==> src/hw/ldb_pkg.sv <==
// shared constants and types for the detect and brightness config block
package ldb_pkg;

  // apb register byte offsets
  localparam logic [7:0] OFF_CFG_LO = 8'h00;
  localparam logic [7:0] OFF_CFG_HI = 8'h04;
  localparam logic [7:0] OFF_FAULT = 8'h08;

  // field positions inside the 48-bit configuration word
  localparam int RED_OPEN_LSB = 0;
  localparam int GREEN_OPEN_LSB = 2;
  localparam int BLUE_OPEN_LSB = 4;
  localparam int SPARE_BIT = 6;
  localparam int READBACK_BIT = 7;
  localparam int RED_LEVEL_LSB = 8;
  localparam int GREEN_LEVEL_LSB = 16;
  localparam int BLUE_LEVEL_LSB = 24;
  localparam int GLOBAL_LSB = 32;
  localparam int REMOVAL_LSB = 35;
  localparam int RED_SHORT_LSB = 39;
  localparam int GREEN_SHORT_LSB = 42;
  localparam int BLUE_SHORT_LSB = 45;

  // reset values of the fields
  localparam logic [1:0] OPEN_RST = 2'h0;
  localparam logic [7:0] LEVEL_RST = 8'h7f;
  localparam logic [2:0] GLOBAL_RST = 3'h3;
  localparam logic [3:0] REMOVAL_RST = 4'h7;
  localparam logic [2:0] SHORT_RST = 3'h0;

  // threshold figures in millivolts
  localparam logic [11:0] OPEN_DROP_MV0 = 12'd200;
  localparam logic [11:0] OPEN_DROP_MV1 = 12'd500;
  localparam logic [11:0] OPEN_DROP_MV2 = 12'd900;
  localparam logic [11:0] OPEN_DROP_MV3 = 12'd1200;
  localparam logic [11:0] MV_0200 = 12'd200;
  localparam logic [11:0] MV_0400 = 12'd400;
  localparam logic [11:0] MV_0800 = 12'd800;
  localparam logic [11:0] MV_1000 = 12'd1000;
  localparam logic [11:0] MV_1200 = 12'd1200;
  localparam logic [11:0] MV_1400 = 12'd1400;
  localparam logic [11:0] MV_1600 = 12'd1600;
  localparam logic [11:0] MV_1800 = 12'd1800;
  localparam logic [11:0] MV_2000 = 12'd2000;
  localparam logic [11:0] MV_2400 = 12'd2400;
  localparam logic [11:0] MV_2800 = 12'd2800;

  // configuration word as named fields, msb first
  typedef struct packed {
    logic [2:0] blueShort;
    logic [2:0] greenShort;
    logic [2:0] redShort;
    logic [3:0] removal;
    logic [2:0] globalLevel;
    logic [7:0] blueLevel;
    logic [7:0] greenLevel;
    logic [7:0] redLevel;
    logic readback;
    logic spare;
    logic [1:0] blueOpen;
    logic [1:0] greenOpen;
    logic [1:0] redOpen;
  } ldb_cfg_s;

  localparam ldb_cfg_s CFG_RST = '{
    blueShort: SHORT_RST, greenShort: SHORT_RST, redShort: SHORT_RST,
    removal: REMOVAL_RST, globalLevel: GLOBAL_RST,
    blueLevel: LEVEL_RST, greenLevel: LEVEL_RST, redLevel: LEVEL_RST,
    readback: 1'b0, spare: 1'b0,
    blueOpen: OPEN_RST, greenOpen: OPEN_RST, redOpen: OPEN_RST};

  // decoded thresholds handed to the analog side
  typedef struct packed {
    logic [11:0] redOpenDrop;
    logic [11:0] greenOpenDrop;
    logic [11:0] blueOpenDrop;
    logic [11:0] redShortMv;
    logic [11:0] greenShortMv;
    logic [11:0] blueShortMv;
    logic [4:0] removalLevel;
  } ldb_thr_s;

endpackage

==> src/hw/ldb_thr_decode.sv <==
// converts threshold and level codes into millivolts and level numbers
`timescale 1ns/1ns
module ldb_thr_decode
(
  // configuration in
  input wire ldb_pkg::ldb_cfg_s cfg,
  // decoded values out
  output ldb_pkg::ldb_thr_s thr
);

  // supply minus drop: only the drop is produced here
  function automatic logic [11:0] openDrop(input logic [1:0] code);
    unique case (code)
      2'h0: openDrop = ldb_pkg::OPEN_DROP_MV0;
      2'h1: openDrop = ldb_pkg::OPEN_DROP_MV1;
      2'h2: openDrop = ldb_pkg::OPEN_DROP_MV2;
      2'h3: openDrop = ldb_pkg::OPEN_DROP_MV3;
    endcase
  endfunction

  // red uses a finer upper scale than green and blue
  function automatic logic [11:0] shortMv(input logic [2:0] code,
                                          input logic isRed);
    unique case (code)
      3'h0: shortMv = ldb_pkg::MV_0200;
      3'h1: shortMv = ldb_pkg::MV_0400;
      3'h2: shortMv = ldb_pkg::MV_0800;
      3'h3: shortMv = isRed ? ldb_pkg::MV_1000 : ldb_pkg::MV_1200;
      3'h4: shortMv = isRed ? ldb_pkg::MV_1200 : ldb_pkg::MV_1600;
      3'h5: shortMv = isRed ? ldb_pkg::MV_1400 : ldb_pkg::MV_2000;
      3'h6: shortMv = isRed ? ldb_pkg::MV_1600 : ldb_pkg::MV_2400;
      3'h7: shortMv = isRed ? ldb_pkg::MV_1800 : ldb_pkg::MV_2800;
    endcase
  endfunction

  always_comb
  begin
    thr.redOpenDrop = openDrop(cfg.redOpen);
    thr.greenOpenDrop = openDrop(cfg.greenOpen);
    thr.blueOpenDrop = openDrop(cfg.blueOpen);
    thr.redShortMv = shortMv(cfg.redShort, 1'b1);
    thr.greenShortMv = shortMv(cfg.greenShort, 1'b0);
    thr.blueShortMv = shortMv(cfg.blueShort, 1'b0);
    // code n means level n plus one
    thr.removalLevel = {1'b0, cfg.removal} + 5'd1;
  end

endmodule // ldb_thr_decode

==> src/hw/ldb_config.sv <==
// apb register bank holding the led detect and brightness configuration
`timescale 1ns/1ns
module ldb_config
#(
  parameter int ADDR_W = 8
)
(
  // clock, reset and enable
  input wire logic clk,
  input wire logic sys_rst,
  input wire logic ce,
  // apb slave
  input wire logic psel,
  input wire logic penable,
  input wire logic pwrite,
  input wire logic [ADDR_W-1:0] paddr,
  input wire logic [31:0] pwdata,
  input wire logic [3:0] pstrb,
  output logic [31:0] prdata,
  output logic pready,
  output logic pslverr,
  // detector results from the analog side
  input wire logic [2:0] openLoadDetect,
  input wire logic [2:0] shortDetect,
  // configuration fields
  output logic [1:0] redOpenThreshold,
  output logic [1:0] greenOpenThreshold,
  output logic [1:0] blueOpenThreshold,
  output logic faultReadbackEnable,
  output logic [7:0] redColorLevel,
  output logic [7:0] greenColorLevel,
  output logic [7:0] blueColorLevel,
  output logic [2:0] globalBrightness,
  output logic [3:0] shortRemovalLevel,
  output logic [2:0] redShortThreshold,
  output logic [2:0] greenShortThreshold,
  output logic [2:0] blueShortThreshold,
  // decoded thresholds
  output ldb_pkg::ldb_thr_s decoded
);

  ldb_pkg::ldb_cfg_s cfg_r;
  ldb_pkg::ldb_thr_s thrNxt;
  logic [5:0] fault_r;
  logic pready_r;
  logic pslverr_r;
  logic [31:0] prdata_r;
  logic [7:0] offset;
  logic accessPhase;
  logic accessDone;
  logic mapped;
  logic [31:0] readNxt;

  // byte-lane merge used by both halves of the configuration word
  function automatic logic [31:0] mergeBytes(input logic [31:0] oldVal,
                                             input logic [31:0] newVal,
                                             input logic [3:0] strb);
    logic [31:0] res;
    res = oldVal;
    for (int i = 0; i < 4; i++)
    begin
      if (strb[i])
      begin
        res[8*i +: 8] = newVal[8*i +: 8];
      end
    end
    mergeBytes = res;
  endfunction

  assign offset = paddr[7:0];
  assign accessPhase = psel && penable;
  // the edge at which the master samples pready high ends the transfer
  assign accessDone = accessPhase && pready_r;

  always_comb
  begin
    mapped = 1'b1;
    readNxt = 32'h0000_0000;
    unique case (offset)
      ldb_pkg::OFF_CFG_LO: readNxt = cfg_r[31:0];
      ldb_pkg::OFF_CFG_HI: readNxt = {16'h0000, cfg_r[47:32]};
      ldb_pkg::OFF_FAULT: readNxt = {26'h000_0000, fault_r};
      default: mapped = 1'b0;
    endcase
  end

  // answer one cycle into the access phase; stall while ce is low
  always_ff @(posedge clk or posedge sys_rst)
  begin
    if (sys_rst)
    begin
      pready_r <= 1'b0;
      pslverr_r <= 1'b0;
      prdata_r <= 32'h0000_0000;
    end
    else if (ce)
    begin
      if (accessPhase && !pready_r)
      begin
        pready_r <= 1'b1;
        pslverr_r <= !mapped;
        prdata_r <= (mapped && !pwrite) ? readNxt : 32'h0000_0000;
      end
      else
      begin
        pready_r <= 1'b0;
        pslverr_r <= 1'b0;
      end
    end
  end

  // configuration word: written only at the completing edge
  always_ff @(posedge clk or posedge sys_rst)
  begin
    if (sys_rst)
    begin
      cfg_r <= ldb_pkg::CFG_RST;
    end
    else if (ce && accessDone && pwrite)
    begin
      if (offset == ldb_pkg::OFF_CFG_LO)
      begin
        cfg_r[31:0] <= mergeBytes(cfg_r[31:0], pwdata, pstrb);
      end
      else if (offset == ldb_pkg::OFF_CFG_HI)
      begin
        // upper two lanes have no storage and are dropped
        cfg_r[47:32] <= 16'(mergeBytes({16'h0000, cfg_r[47:32]}, pwdata,
                                       {2'b00, pstrb[1:0]}));
      end
    end
  end

  // detector results are visible only while readback is enabled
  always_ff @(posedge clk or posedge sys_rst)
  begin
    if (sys_rst)
    begin
      fault_r <= 6'h00;
    end
    else if (ce)
    begin
      fault_r <= cfg_r.readback ? {shortDetect, openLoadDetect}
                                : 6'h00;
    end
  end

  ldb_thr_decode u_decode
  (
    .cfg(cfg_r),
    .thr(thrNxt)
  );

  // field outputs registered so the analog side sees clean levels
  always_ff @(posedge clk or posedge sys_rst)
  begin
    if (sys_rst)
    begin
      redOpenThreshold <= ldb_pkg::OPEN_RST;
      greenOpenThreshold <= ldb_pkg::OPEN_RST;
      blueOpenThreshold <= ldb_pkg::OPEN_RST;
      faultReadbackEnable <= 1'b0;
      redColorLevel <= ldb_pkg::LEVEL_RST;
      greenColorLevel <= ldb_pkg::LEVEL_RST;
      blueColorLevel <= ldb_pkg::LEVEL_RST;
      globalBrightness <= ldb_pkg::GLOBAL_RST;
      shortRemovalLevel <= ldb_pkg::REMOVAL_RST;
      redShortThreshold <= ldb_pkg::SHORT_RST;
      greenShortThreshold <= ldb_pkg::SHORT_RST;
      blueShortThreshold <= ldb_pkg::SHORT_RST;
      decoded <= '0;
    end
    else if (ce)
    begin
      redOpenThreshold <= cfg_r.redOpen;
      greenOpenThreshold <= cfg_r.greenOpen;
      blueOpenThreshold <= cfg_r.blueOpen;
      faultReadbackEnable <= cfg_r.readback;
      redColorLevel <= cfg_r.redLevel;
      greenColorLevel <= cfg_r.greenLevel;
      blueColorLevel <= cfg_r.blueLevel;
      globalBrightness <= cfg_r.globalLevel;
      shortRemovalLevel <= cfg_r.removal;
      redShortThreshold <= cfg_r.redShort;
      greenShortThreshold <= cfg_r.greenShort;
      blueShortThreshold <= cfg_r.blueShort;
      decoded <= thrNxt;
    end
  end

  assign prdata = prdata_r;
  assign pready = pready_r;
  assign pslverr = pslverr_r;

endmodule // ldb_config

==> config.mk <==
export PLATFORM = sky130hd
export DESIGN_NAME = ldb_config
export DESIGN_NICKNAME = d
export VERILOG_FILES = /design/src/hw/ldb_pkg.sv /design/src/hw/ldb_thr_decode.sv /design/src/hw/ldb_config.sv
export SDC_FILE = /design/constraint.sdc
export NUM_CORES = 1
export LEC_CHECK = 0
export ABC_AREA = 1
export BUFFER_PORTS_ARGS = -buffer_cell sky130_fd_sc_hd__buf_2
export CELL_PAD_IN_SITES_DETAIL_PLACEMENT = 0
export CELL_PAD_IN_SITES_GLOBAL_PLACEMENT = 1
export CORE_ASPECT_RATIO = 0.7
export CORE_UTILIZATION = 37
export CTS_BUF_LIST = sky130_fd_sc_hd__clkbuf_8
export CTS_CLUSTER_SIZE = 12
export DETAILED_ROUTE_END_ITERATION = 10
export PLACE_DENSITY_LB_ADDON = 0.1
export SETUP_SLACK_MARGIN = 0.02
export SYNTH_ARGS = -nofsm -noshare
export SYNTH_HDL_FRONTEND = slang
export SYNTH_SLANG_ARGS = --single-unit
==> constraint.sdc <==
create_clock -name clk -period 5.5 [get_ports clk]
set_clock_uncertainty 0.2 [all_clocks]
set_input_delay 0.275 -clock clk [delete_from_list [all_inputs] [get_ports clk]]
set_output_delay 0.275 -clock clk [all_outputs]
set_load 0.01 [all_outputs]
==> results.ini <==
[run_status]
status=finished, final reports clean

[critical_path]
rr_endpoint=cfg_r[27]$_DFFE_PP1P_
cp_cell_sequence=buf_2 > buf_4 > inv_4 > nor2_2 > nand3_4 > nor2_4 > nand3_1 > dlygate4sd3_1 > nand2_1
reg2reg_depth=5
arrival_ns=2.82
crit_fanout=66
crit_path_start_kind=input port
critPathCaptureType=flop
crit_type=input port to flop
crit_path_start=ce
worst_path_largest_cell_delay_ns=0.59
timing.rr.start=pready$_DFFE_PP0P_
crit_path_top_delay_cell=sky130_fd_sc_hd__dlygate4sd3_1
ff2ff_setup_slack_ns=3.59
critPathRequiredTime_ns=5.70

[logic_synthesis]
ys_seq_area_share_pct=57.4
synth_ff_type=sky130_fd_sc_hd__dfrtp_1
syn-mean-instance-area_um2=9.08
number_of_enable_type_register_cells_in_the_synthesized_netlist=0
synth.yosys.warnings=0
synthesis.instances=872
area_share_of_the_leading_cell_type_in_the_synthesized_netlist_pct=40.1
post_synth_num_cell_types=30
synth_top_cells_by_area=sky130_fd_sc_hd__dfrtp_1, sky130_fd_sc_hd__dfstp_2, sky130_fd_sc_hd__nand2_1
syn-cell-area_um2=7920
synth-async-reset-ratio_pct=100
ys_ff_latch=179
synth_top_area_cell=sky130_fd_sc_hd__dfrtp_1

[finish]
synthToLayoutAreaGrowth_pct=25.0
final_nets=1175
drive_gt1_share_pct=28.8
finalNonFillerCells=1384
antennaDiodeCount=0

[power]
worst_ir_drop_vdd_v=0.000126
leakage_nw=5.09
power-per-cell-area_nw_per_um2=248
finalPower_w=0.00246

[clock_tree]
cts_root_buffer=sky130_fd_sc_hd__clkbuf_8
cts_sinks=179
clock_tree.htree_level_count=4
cts.repair_timing.setup_buffer_count=0
cts_buffer_depth=2
tritoncts=built
insertion_delay_ns=0.46
clk_transition_reported_paths_ns=0.10
cts_buffers=17

[timing]
final.period_utilization_pct=47.5
fmax_mhz=383
worst_pin_slew_ns=0.957
grt_setup_unrepaired=no
timing_max_transition_violations_final=0
holdWs_ns=0.0368
finalHoldViolCount=0
period_needed_ns=2.61
slew_headroom_pct=36.2
final_setup_violation_count=0
timing.setup.tns_ns=0

[global_routing]
gr-usage-met2_pct=29.3
first_pass_grt_wire_length_mm=33.4
grt_antenna_before_repair=0
via_count_of_the_first_global_routing_pass=6030
gr-usage-all-layers_pct=19.6
grt_overflow_total=0
met1_resource_use_gr_pct=29.1
grt_max_degree=139
global_route.usage.met3_pct=4.03
most_crowded_layer_after_global_routing=met2

[place]
dp.final_hpwl_mm=14.0
port_buffers=194
dp_cells=1298
finalWeightedCongestion=0.726

[drt]
postRouteWirelength_mm=20.6
detailroute.via_count=6258
via_cell_ratio=4.52
route.detailed.drc=0
detail-route-antenna-nets=0
first_iter_violations=307
dr.pass1.iters=5
wire_per_inst_um=14.9

[floorplanning]
floorplan_core_area_um2=20900
floorplan.rows=44
initial_utilization_pct=37.9
chipHeight_um=124
die_width_um=177
die_area_um2=22000
pin_count=214

[worst_hold_path]
hp-class=input port to flop
hold_depth=5
worstHoldEndpoint=cfg_r[31]$_DFFE_PP0P_
holdCritStartpoint=pstrb[3]

[flow_run]
max-cap-violations=0

## critical path, delay by kind of cell
kind | cells | cell delay [ns]
buffers and inverters | 4 | 1.64
AND/OR/NAND/NOR | 5 | 0.85
## cells by family after synthesis
group                    synth area share [%]
AO/OA/AOI/OAI                            8.36
other                                  0.0474
XOR/XNOR                                0.111
AND/OR/NAND/NOR                          21.8
adder cells (fa/ha/maj)                  3.79
buffers and inverters                    8.49
flip-flops                               57.4
## layout make-up
type	instances	area, µm²
Fill cell	2090	11000
Inverter	68	265
Clock buffer	18	248
Multi-Input combinational cell	576	2770
Sequential cell	179	4540
Clock inverter	14	176
Timing Repair Buffer	253	1550
Tap cell	276	345
## synth_stat cells (all sizes together), types with 4 or more instances
master	n
ha	24
a31oi	5
nor2	42
dfrtp	127
inv	68
dfstp	52
clkbuf	11
nand3	45
buf	56
a21oi	4
nand2	327
o21ai	99
## repair_timing
| item | in CTS | in global routing |
|---|---|---|
| resized for setup | 0 | 0 |
| hold buffers | 54 | 0 |
| hold endpoints to repair | 147 | 0 |
## stage by stage
| step | area (µm²) | utilization [%] | setup WS, ns |
|---|---|---|---|
| finish | 9900 | 47.4 | 2.89 |
| global route | 9900 | 47.4 | 2.73 |
| CTS | 9900 | 47.4 | 2.93 |
| detailed placement | 8930 | 42.8 | 2.54 |
| global placement | 8930 | 42.8 | 2.62 |
| floorplan | 7990 | - | 0.252 |
## power breakdown
| part | leakage [nW] | switching (W) | internal, W | total, W |
|---|---|---|---|---|
| logic | 2.65 | 0.0000985 | 0.0000517 | 0.000150 |
| clock network | 0.215 | 0.000504 | 0.000469 | 0.000973 |
| registers | 2.22 | 0.00000703 | 0.00133 | 0.00133 |
## sequential cells by signal, indices dropped and copies added (netlist names)
| register | count |
|---|---|
| blueColorLevel | 8 |
| redColorLevel | 8 |
| blueOpenThreshold | 2 |
| prdata | 32 |
| redOpenThreshold | 2 |
| cfg_r | 48 |
| globalBrightness | 3 |
| fault_r | 6 |
| pslverr | 1 |
| decoded | 50 |
| greenColorLevel | 8 |
| pready | 1 |
| greenShortThreshold | 1 |
| shortRemovalLevel | 4 |
| faultReadbackEnable | 1 |
| greenOpenThreshold | 2 |
| redShortThreshold | 1 |
| blueShortThreshold | 1 |
## how the worst max path moves through the flow
stage / to / slack, ns
floorplan: blueColorLevel[7]$_DFFE_PP0P_ / 0.25
CTS: cfg_r[21]$_DFFE_PP1P_ / 2.93
global route: cfg_r[26]$_DFFE_PP1P_ / 2.73
finish: cfg_r[27]$_DFFE_PP1P_ / 2.89
detailed placement: prdata[26]$_DFFE_PP0P_ / 2.54
global placement: prdata[25]$_DFFE_PP0P_ / 2.62
## routing by layer
metal | part of all wire, % | vias to the layer above
li1 | - | 3133
met2 | 44 | 160
met1 | 50 | 2953
met3 | 4.4 | 12
met5 | 0 | -
met4 | 0.83 | 0
## placed cells by master, fill, tap and decap left out, drive strengths merged
cell         count
or2              2
ha              24
o21ai           99
xor2             1
nor3             1
inv             75
o21a             2
a31oi            5
dfstp           52
clkinv           2
conb            19
a21oi            4
clkinvlp         2
nand3           45
clkbuf          18
o221ai           2
o211ai           3
bufinv           3
nor2            42
dfrtp          127
buf            199
dlygate4sd3     54
nand2          327
Power figures use the tool's default switching activity.
